[src/pkg/imu_power_pkg.sv]
// Shared constants and types for the inertial power-mode and rate control block.
package imu_power_pkg;

  // Register offsets on the plain register port.
  localparam logic [7:0] ACCEL_CONTROL_REG_ADDR = 8'h10;
  localparam logic [7:0] GYRO_CONTROL_REG_ADDR = 8'h11;
  localparam logic [7:0] COMMON_CONTROL_REG_ADDR = 8'h13;
  localparam logic [7:0] ACCEL_MODE_REG_ADDR = 8'h15;
  localparam logic [7:0] GYRO_MODE_REG_ADDR = 8'h16;
  localparam logic [7:0] STATUS_REG_ADDR = 8'h1E;
  localparam logic [7:0] ACCEL_DATA_ADDR = 8'h28;
  localparam logic [7:0] GYRO_DATA_ADDR = 8'h22;

  // Field positions.
  localparam int RATE_SEL_LSB = 4;
  localparam int HIPERF_DISABLE_BIT = 4;
  localparam int GYRO_SLEEP_BIT = 6;
  localparam int STAT_BOOT_BIT = 7;

  // Reset values.
  localparam logic [7:0] CONTROL_RESET = 8'h00;

  // Rate codes.
  localparam logic [3:0] RATE_OFF = 4'h0;
  localparam logic [3:0] RATE_1P6 = 4'hB;
  localparam logic [3:0] RATE_NORMAL_LO = 4'h4;
  localparam logic [3:0] RATE_NORMAL_HI = 4'h5;
  localparam logic [3:0] RATE_HP_ONLY_LO = 4'h6;
  localparam logic [3:0] RATE_MAX = 4'hA;

  // Timing.
  localparam int CLK_FREQ_HZ = 20_000_000;
  localparam int BOOT_TIME_US = 10_000;
  localparam int BOOT_CYCLES = (CLK_FREQ_HZ / 1_000_000) * BOOT_TIME_US;
  // Base tick is 6.66 kHz, about 0.15 ns error per tick ignored.
  localparam int BASE_RATE_HZ = 6_660;
  localparam int BASE_TICK_CYCLES = CLK_FREQ_HZ / BASE_RATE_HZ;
  // Ticks of the base rate per 1.6 Hz sample.
  localparam int SLOW_DIV = 4096;

  typedef enum logic [4:0] {
    MODE_OFF = 5'b00001,
    MODE_LOW = 5'b00010,
    MODE_NORMAL = 5'b00100,
    MODE_HIGH = 5'b01000,
    MODE_SLEEP = 5'b10000
  } power_mode_e;

  typedef struct packed {
    logic [7:0] addr;
    logic [7:0] wdata;
    logic wr;
    logic rd;
  } reg_req_s;

endpackage

[src/verilog/imu_power_ctrl.sv]
// Power-mode and output-rate control for the accelerometer and gyroscope pair.
// Function
// - Boot loads trimming and completes in no more than 10 ms.
// - After boot both sensors are in power-down without host action.
// - Accel only, gyro only, or both running are all supported.
// - Accel rate and disable bit set mode; 0000 off; 1011 low-power only if disabled.
// - Disable set: 0001-0011 low-power, 0100-0101 normal for the accelerometer.
// - Disable clear gives high-performance for 0001-0101; 0110-1010 always high-performance.
// - Gyro rate and disable bit set mode; 0000 off; no 1.6 Hz.
// - Gyro disable set: low, normal, high bands; clear: all high-performance.
// - Both sensors are programmed independently with any rates.
// - With both running, samples of the slower sensor align to the faster sensor's sample grid.
// - Gyro sleep state exists, distinct from power-down.
// - Registers stay readable and writable while a sensor is powered down.
// - Power-down entry or exit never changes configuration registers.
// - In power-down the data registers hold the last sample.
// - High-performance samples arrive every 2^(10-n) base ticks, the 6.66 kHz base halved, so only near the selected rate.
// - High-performance keeps data-ready signalling enabled.
// - Sleep bit puts a running gyro to sleep regardless of rate code.
//
// Implementation choices: the register addresses and the strobed register port.
`timescale 1ns/1ps
module imu_power_ctrl #(
  parameter int BOOT_CYCLES = imu_power_pkg::BOOT_CYCLES,
  parameter int SLOW_DIV = imu_power_pkg::SLOW_DIV
)
(
  input wire logic core_clk,
  input wire logic reset,
  input wire imu_power_pkg::reg_req_s req,
  input wire logic [7:0] accel_sample,
  input wire logic [7:0] gyro_sample,
  output logic [7:0] rdata,
  output logic boot_done,
  output logic [4:0] accel_mode,
  output logic [4:0] gyro_mode,
  output logic accel_drdy,
  output logic gyro_drdy
);

  localparam int TICK_CYCLES = imu_power_pkg::BASE_TICK_CYCLES;

  // Register file. Nothing here is ever touched by mode changes.
  logic [7:0] accel_control_reg;
  logic [7:0] gyro_control_reg;
  logic [7:0] common_control_reg;
  logic [7:0] accel_mode_reg;
  logic [7:0] gyro_mode_reg;
  logic [7:0] accel_data;
  logic [7:0] gyro_data;
  logic [23:0] boot_count;
  logic [11:0] tick_count;
  logic [11:0] base_index;
  logic base_tick;
  logic [7:0] next_rdata;

  wire logic wr_accel_ctl = req.wr && req.addr == imu_power_pkg::ACCEL_CONTROL_REG_ADDR;
  wire logic wr_gyro_ctl = req.wr && req.addr == imu_power_pkg::GYRO_CONTROL_REG_ADDR;
  wire logic wr_common = req.wr && req.addr == imu_power_pkg::COMMON_CONTROL_REG_ADDR;
  wire logic wr_accel_mode = req.wr && req.addr == imu_power_pkg::ACCEL_MODE_REG_ADDR;
  wire logic wr_gyro_mode = req.wr && req.addr == imu_power_pkg::GYRO_MODE_REG_ADDR;

  wire logic [3:0] accel_rate_sel = accel_control_reg[imu_power_pkg::RATE_SEL_LSB +: 4];
  wire logic [3:0] gyro_rate_sel = gyro_control_reg[imu_power_pkg::RATE_SEL_LSB +: 4];
  wire logic accel_hiperf_disable = accel_mode_reg[imu_power_pkg::HIPERF_DISABLE_BIT];
  wire logic gyro_hiperf_disable = gyro_mode_reg[imu_power_pkg::HIPERF_DISABLE_BIT];
  wire logic gyro_sleep_en = common_control_reg[imu_power_pkg::GYRO_SLEEP_BIT];

  // Mode decode, one function shared by both sensors.
  function automatic logic [4:0] decode_mode(input logic [3:0] code, input logic dis,
                                             input logic has_slow);
    logic [4:0] m;
    m = imu_power_pkg::MODE_OFF;
    if (code == imu_power_pkg::RATE_1P6)
    begin
      m = (has_slow && dis) ? imu_power_pkg::MODE_LOW : imu_power_pkg::MODE_OFF;
    end
    else if (code == imu_power_pkg::RATE_OFF || code > imu_power_pkg::RATE_MAX)
    begin
      m = imu_power_pkg::MODE_OFF;
    end
    else if (code >= imu_power_pkg::RATE_HP_ONLY_LO || !dis)
    begin
      m = imu_power_pkg::MODE_HIGH;
    end
    else if (code >= imu_power_pkg::RATE_NORMAL_LO)
    begin
      m = imu_power_pkg::MODE_NORMAL;
    end
    else
    begin
      m = imu_power_pkg::MODE_LOW;
    end
    return m;
  endfunction

  wire logic [4:0] accel_decoded = decode_mode(accel_rate_sel, accel_hiperf_disable, 1'b1);
  wire logic [4:0] gyro_raw = decode_mode(gyro_rate_sel, gyro_hiperf_disable, 1'b0);
  wire logic [4:0] gyro_decoded = (gyro_raw != imu_power_pkg::MODE_OFF && gyro_sleep_en)
                                  ? imu_power_pkg::MODE_SLEEP : gyro_raw;

  // Until boot finishes both sensors are forced off.
  wire logic [4:0] next_accel_mode = boot_done ? accel_decoded : imu_power_pkg::MODE_OFF;
  wire logic [4:0] next_gyro_mode = boot_done ? gyro_decoded : imu_power_pkg::MODE_OFF;

  // Rate code n (1..10) samples every 2^(10-n) base ticks; 1.6 Hz every SLOW_DIV ticks.
  // All periods are powers of two on one shared base index, so the two sensors
  // stay phase aligned and their rates divide one another.
  // Rates are thus approximate: the base rate halved, not the usual round-number rates.
  function automatic logic sample_due(input logic [3:0] code, input logic [11:0] idx);
    logic [11:0] mask;
    mask = 12'h000;
    if (code == imu_power_pkg::RATE_1P6)
    begin
      mask = 12'(SLOW_DIV - 1);
    end
    else if (code >= 4'h1 && code <= imu_power_pkg::RATE_MAX)
    begin
      mask = 12'((1 << (4'hA - code)) - 1);
    end
    return (idx & mask) == 12'h000;
  endfunction

  wire logic accel_running = accel_mode != imu_power_pkg::MODE_OFF;
  wire logic gyro_running = gyro_mode != imu_power_pkg::MODE_OFF &&
                            gyro_mode != imu_power_pkg::MODE_SLEEP;
  wire logic accel_due = base_tick && accel_running &&
                         sample_due(accel_rate_sel, base_index);
  wire logic gyro_due = base_tick && gyro_running &&
                        sample_due(gyro_rate_sel, base_index);

  always_comb
  begin
    next_rdata = 8'h00;
    if (req.rd)
    begin
      unique case (req.addr)
        imu_power_pkg::ACCEL_CONTROL_REG_ADDR: next_rdata = accel_control_reg;
        imu_power_pkg::GYRO_CONTROL_REG_ADDR: next_rdata = gyro_control_reg;
        imu_power_pkg::COMMON_CONTROL_REG_ADDR: next_rdata = common_control_reg;
        imu_power_pkg::ACCEL_MODE_REG_ADDR: next_rdata = accel_mode_reg;
        imu_power_pkg::GYRO_MODE_REG_ADDR: next_rdata = gyro_mode_reg;
        imu_power_pkg::STATUS_REG_ADDR: next_rdata = {boot_done, 2'b00, gyro_mode};
        imu_power_pkg::ACCEL_DATA_ADDR: next_rdata = accel_data;
        imu_power_pkg::GYRO_DATA_ADDR: next_rdata = gyro_data;
        default: next_rdata = 8'h00;
      endcase
    end
  end

  // Boot counter; trimming load is modelled as the fixed wait.
  always_ff @(posedge core_clk or posedge reset)
  begin
    if (reset)
    begin
      boot_count <= 24'h000000;
      boot_done <= 1'b0;
    end
    else if (!boot_done)
    begin
      boot_count <= boot_count + 24'h000001;
      boot_done <= boot_count == 24'(BOOT_CYCLES - 2);
    end
  end

  // Registers accept access at all times, independent of sensor mode.
  always_ff @(posedge core_clk or posedge reset)
  begin
    if (reset)
    begin
      accel_control_reg <= imu_power_pkg::CONTROL_RESET;
      gyro_control_reg <= imu_power_pkg::CONTROL_RESET;
      common_control_reg <= imu_power_pkg::CONTROL_RESET;
      accel_mode_reg <= imu_power_pkg::CONTROL_RESET;
      gyro_mode_reg <= imu_power_pkg::CONTROL_RESET;
      rdata <= 8'h00;
    end
    else
    begin
      if (wr_accel_ctl) accel_control_reg <= req.wdata;
      if (wr_gyro_ctl) gyro_control_reg <= req.wdata;
      if (wr_common) common_control_reg <= req.wdata;
      if (wr_accel_mode) accel_mode_reg <= req.wdata;
      if (wr_gyro_mode) gyro_mode_reg <= req.wdata;
      rdata <= next_rdata;
    end
  end

  always_ff @(posedge core_clk or posedge reset)
  begin
    if (reset)
    begin
      accel_mode <= imu_power_pkg::MODE_OFF;
      gyro_mode <= imu_power_pkg::MODE_OFF;
      tick_count <= 12'h000;
      base_index <= 12'h000;
      base_tick <= 1'b0;
      accel_data <= 8'h00;
      gyro_data <= 8'h00;
      accel_drdy <= 1'b0;
      gyro_drdy <= 1'b0;
    end
    else
    begin
      accel_mode <= next_accel_mode;
      gyro_mode <= next_gyro_mode;
      base_tick <= tick_count == 12'(TICK_CYCLES - 1);
      tick_count <= (tick_count == 12'(TICK_CYCLES - 1)) ? 12'h000 : tick_count + 12'h001;
      if (base_tick) base_index <= base_index + 12'h001;
      // Data registers only move on a due sample, so power-down freezes them.
      if (accel_due) accel_data <= accel_sample;
      if (gyro_due) gyro_data <= gyro_sample;
      accel_drdy <= accel_due;
      gyro_drdy <= gyro_due;
    end
  end

  a_boot_forces_off: assert property (@(posedge core_clk) disable iff (reset)
    !boot_done |-> accel_mode == imu_power_pkg::MODE_OFF && gyro_mode == imu_power_pkg::MODE_OFF)
    else $error("sensor running before boot done");

  a_boot_bound: assert property (@(posedge core_clk) disable iff (reset)
    $rose(boot_done) |-> boot_count == 24'(BOOT_CYCLES - 1))
    else $error("boot length wrong");

  a_accel_hp_band: assert property (@(posedge core_clk) disable iff (reset)
    boot_done && accel_rate_sel >= 4'h6 && accel_rate_sel <= 4'hA
    |=> accel_mode == imu_power_pkg::MODE_HIGH || $changed(accel_rate_sel))
    else $error("accel high band not high performance");

  a_accel_slow_code: assert property (@(posedge core_clk) disable iff (reset)
    boot_done && accel_rate_sel == 4'hB && !accel_hiperf_disable
    |=> accel_mode == imu_power_pkg::MODE_OFF || $changed(accel_control_reg) ||
        $changed(accel_mode_reg))
    else $error("1.6 Hz allowed without disable bit");

  a_gyro_reserved_off: assert property (@(posedge core_clk) disable iff (reset)
    gyro_rate_sel > 4'hA |=> gyro_mode == imu_power_pkg::MODE_OFF || $changed(gyro_control_reg))
    else $error("gyro reserved code not off");

  a_gyro_sleep_wins: assert property (@(posedge core_clk) disable iff (reset)
    boot_done && gyro_sleep_en && gyro_raw != imu_power_pkg::MODE_OFF
    |=> gyro_mode == imu_power_pkg::MODE_SLEEP || $changed(common_control_reg) ||
        $changed(gyro_control_reg) || $changed(gyro_mode_reg))
    else $error("gyro sleep ignored");

  a_data_hold_off: assert property (@(posedge core_clk) disable iff (reset)
    accel_mode == imu_power_pkg::MODE_OFF |=> $stable(accel_data))
    else $error("accel data moved in power-down");

  // A lower code has the longer power-of-two period, so an accel sample at a code
  // not above the gyro code always falls on a gyro sample of the same tick.
  a_drdy_aligned: assert property (@(posedge core_clk) disable iff (reset)
    accel_drdy && $past(gyro_running) && $past(accel_rate_sel) <= $past(gyro_rate_sel)
    |-> gyro_drdy)
    else $error("gyro sample missing on aligned accel sample");

  a_config_kept: assert property (@(posedge core_clk) disable iff (reset)
    !wr_accel_ctl |=> $stable(accel_control_reg))
    else $error("config changed without write");

  a_gyro_config_kept: assert property (@(posedge core_clk) disable iff (reset)
    !wr_gyro_ctl |=> $stable(gyro_control_reg))
    else $error("gyro config changed without write");

  // The decoded mode lags its register by one clock, so each band check below
  // excuses a write that lands in the cycle it looks at.
  a_accel_off_code: assert property (@(posedge core_clk) disable iff (reset)
    boot_done && accel_rate_sel == 4'h0
    |=> accel_mode == imu_power_pkg::MODE_OFF || $changed(accel_control_reg))
    else $error("accel code zero not powered down");

  a_gyro_hp_band: assert property (@(posedge core_clk) disable iff (reset)
    boot_done && gyro_rate_sel >= 4'h6 && gyro_rate_sel <= 4'hA && !gyro_sleep_en
    |=> gyro_mode == imu_power_pkg::MODE_HIGH || $changed(gyro_control_reg) ||
        $changed(common_control_reg))
    else $error("gyro high band not high performance");

  // A powered-down or sleeping sensor must neither sample nor flag data, or a host
  // polling the data-ready line would read a stale value as new.
  a_accel_off_quiet: assert property (@(posedge core_clk) disable iff (reset)
    accel_mode == imu_power_pkg::MODE_OFF |=> !accel_drdy)
    else $error("accel data ready in power-down");

  a_gyro_data_hold: assert property (@(posedge core_clk) disable iff (reset)
    gyro_mode == imu_power_pkg::MODE_OFF || gyro_mode == imu_power_pkg::MODE_SLEEP
    |=> $stable(gyro_data))
    else $error("gyro data moved while stopped");

  a_sleep_no_sample: assert property (@(posedge core_clk) disable iff (reset)
    gyro_mode == imu_power_pkg::MODE_SLEEP |=> !gyro_drdy)
    else $error("gyro sampled while asleep");

  // Data ready and the captured value must come from the same edge, otherwise a
  // host reading on the ready pulse could get a value from another sample.
  a_accel_data_follows: assert property (@(posedge core_clk) disable iff (reset)
    accel_drdy |-> accel_data == $past(accel_sample))
    else $error("accel data not the sample taken");

  // Read data stand for one cycle only; an idle bus reads as zero, so a late
  // sample by the host shows up as zero rather than as a stale register.
  a_rdata_idle_zero: assert property (@(posedge core_clk) disable iff (reset)
    !$past(req.rd) |-> rdata == 8'h00)
    else $error("read data present without a read");

endmodule

[config.mk]
export PLATFORM = sky130hd
export DESIGN_NAME = imu_power_ctrl
export DESIGN_NICKNAME = d
export VERILOG_FILES = /design/src/pkg/imu_power_pkg.sv /design/src/verilog/imu_power_ctrl.sv
export SDC_FILE = /design/constraint.sdc
export NUM_CORES = 1
export LEC_CHECK = 0
export BUFFER_PORTS_ARGS = -buffer_cell sky130_fd_sc_hd__buf_2
export CORE_AREA = 2 2 170 89
export CTS_BUF_LIST = sky130_fd_sc_hd__clkbuf_8
export DETAILED_ROUTE_END_ITERATION = 8
export DIE_AREA = 0 0 172 91
export HOLD_SLACK_MARGIN = 0.12
export PLACE_DENSITY = 0.63
export SLEW_MARGIN = 20
export SYNTH_ARGS = -nofsm -noshare
export SYNTH_HDL_FRONTEND = slang
export SYNTH_SLANG_ARGS = --single-unit
[constraint.sdc]
create_clock -name core_clk -period 3.8 [get_ports core_clk]
set_input_delay 0.38 -clock core_clk [delete_from_list [all_inputs] [get_ports core_clk]]
set_output_delay 0.38 -clock core_clk [all_outputs]
set_load 0.03 [all_outputs]
==> After elaboration in Yosys (flattened, before gate mapping) <==
Index checks and enable logic that the tools add are counted.
{ "totals": {"ff_bits": 126, "latch_bits": 0, "ram_bits": 0, "mem_bits_ro": 0, "inputBits": 36, "word_cells": 97, "n_memories": 0} }
{ "classes": {"n_addsub": 7, "mul": 0, "n_div": 0, "order_cmp": 10, "eq_ne": 16, "shifts": 2, "mux": 20, "bitwise": 2, "n_reduce_logical": 23} }
{ "op_table": {"columns": ["cell", "n"], "rows": [
  ["8-bit case mux with 8 select lines", 1],
  ["12-bit two-way mux", 5],
  ["8-bit by 5-bit == test with 1-bit output (second input constant)", 6],
  ["12-bit by 1-bit adder with 12-bit output (second input constant)", 2],
  ["24-bit by 1-bit adder with 24-bit output (second input constant)", 1],
  ["12-bit AND", 2],
  ["24-bit by 18-bit == test with 1-bit output (second input constant)", 1],
  ["12-bit zero test", 2],
  ["1-bit by 4-bit << shifter with 12-bit output (first input constant)", 2],
  ["12-bit by 2-bit subtractor with 12-bit output (second input constant)", 2],
  ["4-bit two-way mux", 5],
  ["5-bit two-way mux", 4],
  ["8-bit by 6-bit == test with 1-bit output (second input constant)", 2],
  ["4-bit by 3-bit greater-or-equal comparator with 1-bit output (second input constant)", 4],
  ["5-bit by 1-bit != test with 1-bit output (second input constant)", 3],
  ["1-bit logical AND", 13],
  ["12-bit == test (second input constant)", 1],
  ["4-bit == test (second input constant)", 2],
  ["4-bit by 1-bit greater-or-equal comparator with 1-bit output (second input constant)", 2],
  ["4-bit > comparator (second input constant)", 2],
  ["4-bit less-or-equal comparator (second input constant)", 2],
  ["4-bit zero test", 2],
  ["8-bit two-way mux", 1],
  ["4-bit subtractor (first input constant)", 2],
  ["6 further kinds", 11]
]} }

==> Longest topological paths before layout <==
Gate-level depths: netlist of run 1.
{ "logic_depth": {"word_depth": 9, "mapped_depth": 12, "ltp_nobuf": 9} }

==> Least setup slack after synthesis of run 1 <==
Ideal clock, no wire load.
{ "synth_path": {"path_type": "flip-flop to flip-flop", "startpoint": "register accel_control_reg[5]", "endpoint": "register accel_data[0]", "setup_ns": 0.125, "arrival_time_ns": 3.007, "t_required_ns": 3.675, "path_slack_ns": 0.668, "stages_incl_launch_ff": 13, "path_buffers": 3, "period_less_slack_ns": 3.132, "cell_sequence": "dfrtp_1 clkbuf_1 clkbuf_1 nand2_1 or3_1 ha_1 clkbuf_1 o21ai_0 a21oi_1 a211oi_1 nand4_1 nor3_2 mux2_2"} }
{ "synth_via": {"elab_chain_len": 8} }
{ "synth_rtl": {"columns": ["item", "line", "source"], "rows": [
  ["start: declaration", "imu_power_ctrl.sv:44", "logic [7:0] accel_control_reg;"],
  ["start signal: assignment", "imu_power_ctrl.sv:171", "accel_control_reg <= imu_power_pkg::CONTROL_RESET;"],
  ["start signal: assignment", "imu_power_ctrl.sv:180", "if (wr_accel_ctl) accel_control_reg <= req.wdata;"],
  ["4-bit subtractor", "imu_power_ctrl.sv:119", "mask = 12'((1 << (4'hA - code)) - 1);"],
  ["1-bit by 4-bit << shifter with 12-bit output", "imu_power_ctrl.sv:119", null],
  ["12-bit by 2-bit subtractor with 12-bit output", "imu_power_ctrl.sv:119", null],
  ["12-bit two-way mux", "imu_power_ctrl.sv:117", "else if (code >= 4'h1 && code <= imu_power_pkg::RATE_MAX)"],
  ["12-bit two-way mux *", "imu_power_ctrl.sv:113", "if (code == imu_power_pkg::RATE_1P6)"],
  ["12-bit AND *", "imu_power_ctrl.sv:121", "return (idx & mask) == 12'h000;"],
  ["12-bit zero test *", "imu_power_ctrl.sv:121", null],
  ["1-bit logical AND *", "imu_power_ctrl.sv:127", "wire logic accel_due = base_tick && accel_running &&"],
  ["via accel_due", "imu_power_ctrl.sv:127", null],
  ["end signal: assignment", "imu_power_ctrl.sv:211", "if (accel_due) accel_data <= accel_sample;"],
  ["end: declaration", "imu_power_ctrl.sv:49", "logic [7:0] accel_data;"]
]} }
Mark *: on every way through the listed nets, which the timed path passes. The rest lies on a longest branch.
A chain may end at the register's enable or synchronous reset.

==> Worst setup path in the final report of run 1 <==
{ "layout_path": {"startpoint": "register accel_control_reg[5]", "endpoint": "register accel_data[4]"} }
The elaborated chain is that of the path after synthesis.

==> flow_summary.json, run 1 <==
{
  "status": "finished, final reports clean",
  "cp_max_fo": 23,
  "cp-end-kind": "register",
  "startpoint_type": "register",
  "ys_top_cells_by_count": "dfrtp_1 (123), mux2_2 (56), nand2_1 (41), nor2_1 (36)",
  "cts_tree": "done",
  "setup_viol": 0,
  "post-route-drc-count": 0,
  "maxSlewHeadroom": 0.291,
  "cts_resized": 0,
  "grt.overflow.total": 0,
  "num_rows": 31,
  "synthToLayoutAreaGrowth_pct": 14.4,
  "numCtsBuffers": 17,
  "maxCapViolCount": 0,
  "cts_post_setup_buffers_inserted": 0,
  "worstSkewPairLatency_ns": 0.43,
  "yosys_warnings": 0,
  "cts_sinks": 125,
  "synth_area_leader_cell": "dfrtp_1",
  "cts.clk_slew.worst_paths_ns": 0.08,
  "synthXorXnorAreaFrac": 0.0631,
  "place_inst": 803,
  "ios": 57,
  "fin_crit_ns": 3.17,
  "routed_via_density": 5.62,
  "die_height_microns": 91,
  "yosysMostFrequentCell": "dfrtp_1",
  "synth_fa_ha_area_frac": 0.0156,
  "ys_top_cells_by_area": "dfrtp_1 (49%), mux2_2 (10%), xnor2_1 (3.8%), xor2_1 (2.5%), nand2_1 (2.5%)",
  "tightest_slew_ns": 1.05,
  "track_usage": 0.214,
  "yosysTopAreaCellShare": 0.493,
  "core_area_sq_um": 14100,
  "p_per_area_nw_per_um2": 399,
  "postRouteAntennaNets": 0,
  "synth_cell_types": 56,
  "stdcell_count": 835,
  "p_leak_nw": 3.33,
  "synthCells": 573,
  "largest_reg_flops": 24,
  "start_util": 0.442,
  "antenna_cells": 0,
  "max_freq_mhz": 316,
  "hpwl_microns": 11600,
  "drt-total-wl_microns": 16000,
  "fin_crit_sh": 0.833,
  "vdd_drop_max_uv": 168,
  "nFillCells": 1301,
  "hp-class": "in -> async",
  "design_area_sq_um": 7150,
  "synth-simple-area-share": 0.163,
  "synth_top_family_by_area": "simple AND/OR/NAND/NOR gates",
  "first_pass_iters": 6,
  "syn_avg_cell_area_sq_um": 10.9,
  "synth-seq-area-share": 0.501,
  "hold_viol": 0,
  "syn-cell-area_sq_um": 6250,
  "r2r-start": "accel_control_reg[5]$_DFFE_PP0P_",
  "antenna_found_initial": 0,
  "synth_flop_cell": "dfrtp_1",
  "multi_input_area_sq_um": 2930,
  "die_w_microns": 172,
  "first_iter_violations": 486,
  "clock_skew_ns": 0.0115,
  "post_dp_cell_area_sq_um": 6710,
  "syn-num-nets": 616,
  "grt_pass1_wl_microns": 25100,
  "gp_congestion": 0.909,
  "nets": 667,
  "grt_max_degree": 71,
  "setup_tns_ns": 0,
  "crit_path_start": "accel_control_reg[5]$_DFFE_PP0P_",
  "cp.required_ns": 4.12,
  "routedWlPerCell_microns": 19.1,
  "grt_pass1_vias": 4388,
  "synthMuxAreaShare": 0.122,
  "root_buffer": "clkbuf_8",
  "die_area_sq_um": 15700,
  "critPathKind": "reg -> reg",
  "drive_gt1_frac": 0.283,
  "worst_hold_slack_ns": 0.114,
  "routed-via-count": 4693,
  "drv_slew": 0,
  "grt_setup_unrepaired": "false",
  "synth-edff-count": 0,
  "io_buffers": 55,
  "cts_hold_buf": 0,
  "async_reset_ff_frac": 1.00,
  "synth_seq_cells": 125,
  "seq_area_sq_um": 3130,
  "htree_levels": 4,
  "clockBufferDepth": 2,
  "synth_compound_area_frac": 0.105,
  "arrival_ns": 3.48
}
[kinds of logic after synthesis]
| family | Yosys count |
|---|---|
| flip-flops | 125 |
| buffers and inverters | 45 |
| multiplexers | 65 |
| AND/OR/NAND/NOR | 192 |
| adder cells (fa/ha/maj) | 8 |
| XOR/XNOR | 45 |
| AO/OA/AOI/OAI | 92 |
| other | 1 |
[final timing paths]
path,endpoint,slack [ns],cells after the start
setup / recovery,accel_data[4]$_DFFE_PP0P_,0.63,10
hold / removal,tick_count[0]$_DFF_PP0_,0.11,2
setup reg to reg,accel_data[4]$_DFFE_PP0P_,0.63,10
hold reg to reg,boot_count[5]$_DFFE_PP0N_,0.47,1
max in group asynchronous,gyro_mode[0]$_DFF_PP1_,2.84,3
min in group core_clk,gyro_data[7]$_DFFE_PP0P_,0.17,2
[routing by layer]
metal  up-vias  GRT usage  routed length (microns)
met1      2332      0.356                     8250
met3        15     0.0754                     1630
li1       2162          -                        -
met5         -          0                        0
met4         0     0.0511                      117
met2       184      0.250                     5980
[where the power goes]
group          switching, mW  internal, mW
logic                  0.102        0.0678
clock network          0.571         0.734
registers             0.0249          1.35
total                  0.699          2.16
[per-stage QoR]
| step | utilization | setup WS (ns) | total power, mW |
|---|---|---|---|
| floorplan | - | 0.0957 | 1.51 |
| global placement | 0.475 | 0.740 | 1.57 |
| detailed placement | 0.475 | 0.699 | 1.57 |
| CTS | 0.506 | 0.683 | 2.87 |
| global route | 0.506 | 0.463 | 2.96 |
| finish | 0.506 | 0.634 | 2.85 |
[cell type report]
class / instances / share of cell area
Inverter: 14 / 0.00770
Multi-Input combinational cell: 403 / 0.410
Sequential cell: 125 / 0.438
Clock inverter: 14 / 0.0266
Timing Repair Buffer: 63 / 0.0487
Clock buffer: 18 / 0.0347
Tap cell: 198 / 0.0347
[layout by cell type, fill, tap and decap left out, types with 7 or more instances in the layout]
| cell type | n |
|---|---|
| buf_2 | 55 |
| nor2_1 | 36 |
| inv_1 | 13 |
| nand2b_1 | 13 |
| ha_1 | 7 |
| clkbuf_8 | 18 |
| a31oi_1 | 9 |
| nand3_1 | 24 |
| xnor2_1 | 27 |
| mux2_2 | 56 |
| nor2b_1 | 7 |
| a22oi_1 | 12 |
| and3_1 | 11 |
| nor4_1 | 7 |
| o21ai_0 | 14 |
| nor3_1 | 10 |
| nand2_1 | 41 |
| xor2_1 | 18 |
| a21oi_1 | 13 |
| buf_4 | 7 |
| nand4_1 | 10 |
| or2_2 | 9 |
| mux2_4 | 8 |
| dfrtp_1 | 123 |
| a211oi_1 | 8 |
[worst max-delay path, stage by stage, from the launching register on]
cell and delay [ns]:
dfrtp_1 0.76, nand2_1 0.15, or3_1 0.35, ha_1 0.32, or3b_2 0.47, a211oi_1 0.25
a211oi_1 0.08, nand4_1 0.13, nor3_2 0.05, buf_4 0.18, mux2_2 0.28
No activity file was read; power rests on OpenSTA's default activity.
==> inputs of run 2 (changes only) <==
--- a/config.mk
+++ b/config.mk
@@ -11,7 +11,7 @@
 export DETAILED_ROUTE_END_ITERATION = 8
 export DIE_AREA = 0 0 172 91
 export HOLD_SLACK_MARGIN = 0.12
-export PLACE_DENSITY = 0.63
+export PLACE_DENSITY = 0.6
 export SLEW_MARGIN = 20
 export SYNTH_ARGS = -nofsm -noshare
 export SYNTH_HDL_FRONTEND = slang
==> constraint.sdc (replaced) <==
create_clock -name core_clk -period 3.2 [get_ports core_clk]
set_input_delay 0.32 -clock core_clk [delete_from_list [all_inputs] [get_ports core_clk]]
set_output_delay 0.32 -clock core_clk [all_outputs]
set_load 0.03 [all_outputs]
==> flow_summary.json, run 2 (synthesized netlist as in run 1, its figures left out) <==
{
  "status": "finished, final reports clean",
  "tightest_slew_ns": 0.874,
  "setup_viol": 0,
  "path_delay_family": "simple AND/OR/NAND/NOR gates",
  "setup_slack_ns": 0.229,
  "postRouteAntennaNets": 0,
  "crit_slowest_cell": "or4_1",
  "maxCapViolCount": 0,
  "drive_gt1_frac": 0.283,
  "fin_crit_ns": 2.97,
  "path_cells": "nand2b_1 > nand2b_1 > ha_2 > nand2b_2 > a221oi_2 > or4_1 > or4_1 > buf_4 > mux2_4",
  "htree_levels": 4,
  "pre_cts_ws_ns": 0.131,
  "grt_max_degree": 126,
  "cp_max_fo": 9,
  "grt.overflow.total": 0,
  "die_area_sq_um": 15700,
  "arrival_ns": 3.29,
  "cts_sinks": 125,
  "drt-total-wl_microns": 16300,
  "io_buffers": 55,
  "maxSlewHeadroom": 0.410,
  "layout_common_cells": "dfrtp_1 (123), mux2_2 (56), buf_2 (55)",
  "root_buffer": "clkbuf_8",
  "critical_path.max_stage_delay_ns": 0.55,
  "grt_pass1_wl_microns": 26100,
  "worst_hold_slack_ns": 0.148,
  "largest_reg_flops": 24,
  "first_iter_violations": 405,
  "nets": 690,
  "hold_viol": 0,
  "antenna_found_initial": 0,
  "critPathKind": "reg -> reg",
  "vdd_drop_max_uv": 219,
  "clock_skew_ns": 0.0148,
  "final_common_cell": "dfrtp_1",
  "setup_tns_ns": 0,
  "crit_buf_inv": 1,
  "cts.clk_slew.worst_paths_ns": 0.09,
  "core_area_sq_um": 14100,
  "routed-via-count": 4808,
  "post-route-drc-count": 0,
  "startpoint_type": "register",
  "grt_setup_unrepaired": "false",
  "crit_path_start": "gyro_control_reg[4]$_DFFE_PP0P_",
  "cts_tree": "done",
  "die_height_microns": 91,
  "gp_congestion": 0.885,
  "p_leak_nw": 3.42,
  "drv_slew": 0,
  "r2r-start": "gyro_control_reg[4]$_DFFE_PP0P_",
  "ios": 57,
  "hold_start": "accel_sample[7]",
  "cp-end-kind": "register",
  "numCtsBuffers": 17,
  "first_pass_iters": 5,
  "hp-class": "in -> reg",
  "track_usage": 0.222,
  "max_freq_mhz": 337,
  "synthToLayoutAreaGrowth_pct": 17.6,
  "routedWlPerCell_microns": 19.0,
  "start_util": 0.442,
  "clockBufferDepth": 2,
  "hpwl_microns": 11700,
  "total_power_mw": 3.35,
  "p_per_area_nw_per_um2": 456,
  "worstSkewPairLatency_ns": 0.44,
  "cp.required_ns": 3.52,
  "grt_pass1_vias": 4599,
  "die_w_microns": 172,
  "antenna_cells": 0,
  "num_rows": 31,
  "cts_post_setup_buffers_inserted": 0,
  "fin_crit_sh": 0.929,
  "routed_via_density": 5.60
}
==> run 2: routing by layer <==
layer  global-route usage  up-vias  part of all wire
met5                    0        -                 0
met4               0.0567        0            0.0095
met3               0.0628       15             0.087
met2                0.260      177              0.36
met1                0.378     2408              0.54
li1                     -     2208                 -
==> run 2: power by group <==
part	internal, mW	leakage [nW]	total [mW]	switching (mW)
Combinational	0.0990	1.53	0.231	0.132
Sequential	1.61	1.68	1.63	0.0241
Clock	0.794	0.212	1.49	0.692
==> run 2: final cells by class <==
class,count,area [sq um]
clock inverter,14,170
clock buffer,18,248
fill,1298,6770
multi-input combinational,403,2940
timing repair buffer,86,561
sequential,125,3130
inverter,14,56.3
tap,198,248
==> run 2: stage by stage <==
step	utilization	instances	cell area, sq um
after floorplan	-	573	6250
after global placement	0.479	810	6760
after detailed placement	0.479	810	6760
after CTS	0.520	858	7340
after global routing	0.521	858	7350
final	0.521	858	7350
==> run 2: what timing repair did <==
action	CTS	global route
hold buffers	16	0
setup endpoints to repair	0	16
resized for setup	0	2
endpoints found under the hold margin	49	0
==> run 2: worst paths after layout <==
kind / to / cells past startpoint / slack (ns)
min reg2reg: boot_count[23]$_DFFE_PP0N_ / 1 / 0.47
min in group asynchronous: tick_count[0]$_DFF_PP0_ / 4 / 0.58
max reg2reg: gyro_data[6]$_DFFE_PP0P_ / 9 / 0.23
max in group asynchronous: boot_count[4]$_DFFE_PP0N_ / 4 / 2.08
min: accel_data[7]$_DFFE_PP0P_ / 2 / 0.15
max: gyro_data[6]$_DFFE_PP0P_ / 9 / 0.23
==> inputs of run 3 (changes only) <==
--- a/config.mk
+++ b/config.mk
@@ -11,6 +11,7 @@
 export DETAILED_ROUTE_END_ITERATION = 8
 export DIE_AREA = 0 0 172 91
 export HOLD_SLACK_MARGIN = 0.12
+export MAX_ROUTING_LAYER = met4
 export PLACE_DENSITY = 0.6
 export SLEW_MARGIN = 20
 export SYNTH_ARGS = -nofsm -noshare
==> flow_summary.json, run 3 (synthesized netlist as in run 1, its figures left out) <==
{
  "tightest_slew_ns": 0.775,
  "cp-end-kind": "register",
  "maxCapViolCount": 0,
  "nets": 694,
  "drive_gt1_frac": 0.286,
  "setup_viol": 0,
  "nFillCells": 1279,
  "numCtsBuffers": 17,
  "cp.required_ns": 3.53,
  "vdd_drop_max_uv": 220,
  "maxSlewHeadroom": 0.477,
  "final_common_cell": "dfrtp_1",
  "cts_tree": "done",
  "largest_reg_flops": 24,
  "grt_setup_unrepaired": "false",
  "num_rows": 31,
  "drt-total-wl_microns": 16500,
  "die_w_microns": 172,
  "ios": 57,
  "grt_max_degree": 126,
  "root_buffer": "clkbuf_8",
  "cp_max_fo": 9,
  "max_freq_mhz": 336,
  "first_pass_iters": 6,
  "layout_common_cells": "dfrtp_1 (123), mux2_2 (56), buf_2 (55)",
  "grt_pass1_vias": 4544,
  "p_per_area_nw_per_um2": 447,
  "first_iter_violations": 498,
  "clockBufferDepth": 2,
  "post-route-drc-count": 0,
  "clock_skew_ns": 0.0180,
  "critPathKind": "reg -> reg",
  "routed_via_density": 5.61,
  "cts_sinks": 125,
  "arrival_ns": 3.31,
  "htree_levels": 4,
  "hpwl_microns": 11800,
  "drv_slew": 0,
  "hold_viol": 0,
  "postRouteAntennaNets": 0,
  "track_usage": 0.229,
  "die_height_microns": 91,
  "fin_crit_ns": 2.98,
  "fin_crit_sh": 0.930,
  "core_area_sq_um": 14100,
  "synthToLayoutAreaGrowth_pct": 17.8,
  "grt_pass1_wl_microns": 26100,
  "hp-class": "in -> reg",
  "antenna_cells": 0,
  "routed-via-count": 4832,
  "stdcell_count": 862,
  "routedWlPerCell_microns": 19.1,
  "antenna_found_initial": 0,
  "setup_tns_ns": 0,
  "grt.overflow.total": 0,
  "place_inst": 813,
  "worstSkewPairLatency_ns": 0.45,
  "status": "finished, final reports clean",
  "start_util": 0.442,
  "p_leak_nw": 3.42,
  "gp_congestion": 0.901,
  "io_buffers": 55,
  "startpoint_type": "register",
  "die_area_sq_um": 15700,
  "cts.clk_slew.worst_paths_ns": 0.09
}
[run 3: cell types whose count changed in the layout (fill, tap and decap cells not counted), sizes merged]
cell / before / now
dlygate4sd3: 16 / 17
clkinvlp: 3 / 5
bufinv: 3 / 2
inv: 15 / 17
clkbuf: 18 / 17
buf: 70 / 73
clkinv: 7 / 5
[run 3: timing repair]
item	in CTS	in global routing
endpoints found under the hold margin	62	0
hold buffers	17	0
gates resized for setup	0	1
setup buffers	0	0
setup endpoints to repair	0	8
[run 3: path summary, 6_finish.rpt]
path	from	endpoint	slack, ns	depth (start not counted)
hold / removal	req[5]	common_control_reg[3]$_DFFE_PP0P_	0.17	2
min in group asynchronous	reset	tick_count[2]$_DFF_PP0_	0.54	4
setup / recovery	gyro_control_reg[5]$_DFFE_PP0P_	gyro_data[3]$_DFFE_PP0P_	0.22	10
max in group asynchronous	reset	rdata[1]$_DFF_PP0_	2.07	4
hold reg to reg	boot_count[23]$_DFFE_PP0N_	boot_count[23]$_DFFE_PP0N_	0.48	1
setup reg to reg	gyro_control_reg[5]$_DFFE_PP0P_	gyro_data[3]$_DFFE_PP0P_	0.22	10
[run 3: critical path: stages (launching register included)]
cell	delay (ns)
dfrtp_1	0.40
buf_4	0.17
nand3b_1	0.10
ha_1	0.29
nand2b_1	0.13
o21ai_0	0.18
a211oi_1	0.10
or4_1	0.38
or4_1	0.57
buf_4	0.23
mux2_4	0.31
[run 3: where the power goes]
part / switching, mW / internal, mW
Sequential: 0.0221 / 1.61
Combinational: 0.132 / 0.102
Clock: 0.725 / 0.703
Total: 0.880 / 2.41
[run 3: per-stage QoR]
stage	total power, mW	cell area [sq um]	worst slack (ns)	util	hold WS [ns]
5_1_grt	3.42	7360	0.0259	0.521	0.160
6_report	3.29	7360	0.223	0.521	0.170
2_1_floorplan	1.79	6250	0.0685	-	0.437
4_1_cts	3.32	7350	0.136	0.521	0.160
3_5_place_dp	1.88	6790	0.114	0.481	0.465
3_3_place_gp	1.87	6790	0.238	0.481	0.460
[run 3: routing by layer]
metal	routed length, microns	track usage	share of wire	vias up
li1	-	-	-	2225
met1	8640	0.376	0.52	2383
met2	6070	0.263	0.37	209
met3	1610	0.0645	0.098	15
met4	149	0.0588	0.0090	0
met5	0	-	0	-
[run 3: area by class of cell]
type,count,area (sq um),share of cell area
clock buffers,17,234,0.0318
clock inverters,15,164,0.0223
inverters,14,56.3,0.00765
multi-input cells,403,2930,0.399
flip-flops and latches,125,3130,0.425
well taps,198,248,0.0337
repair buffers,90,593,0.0806
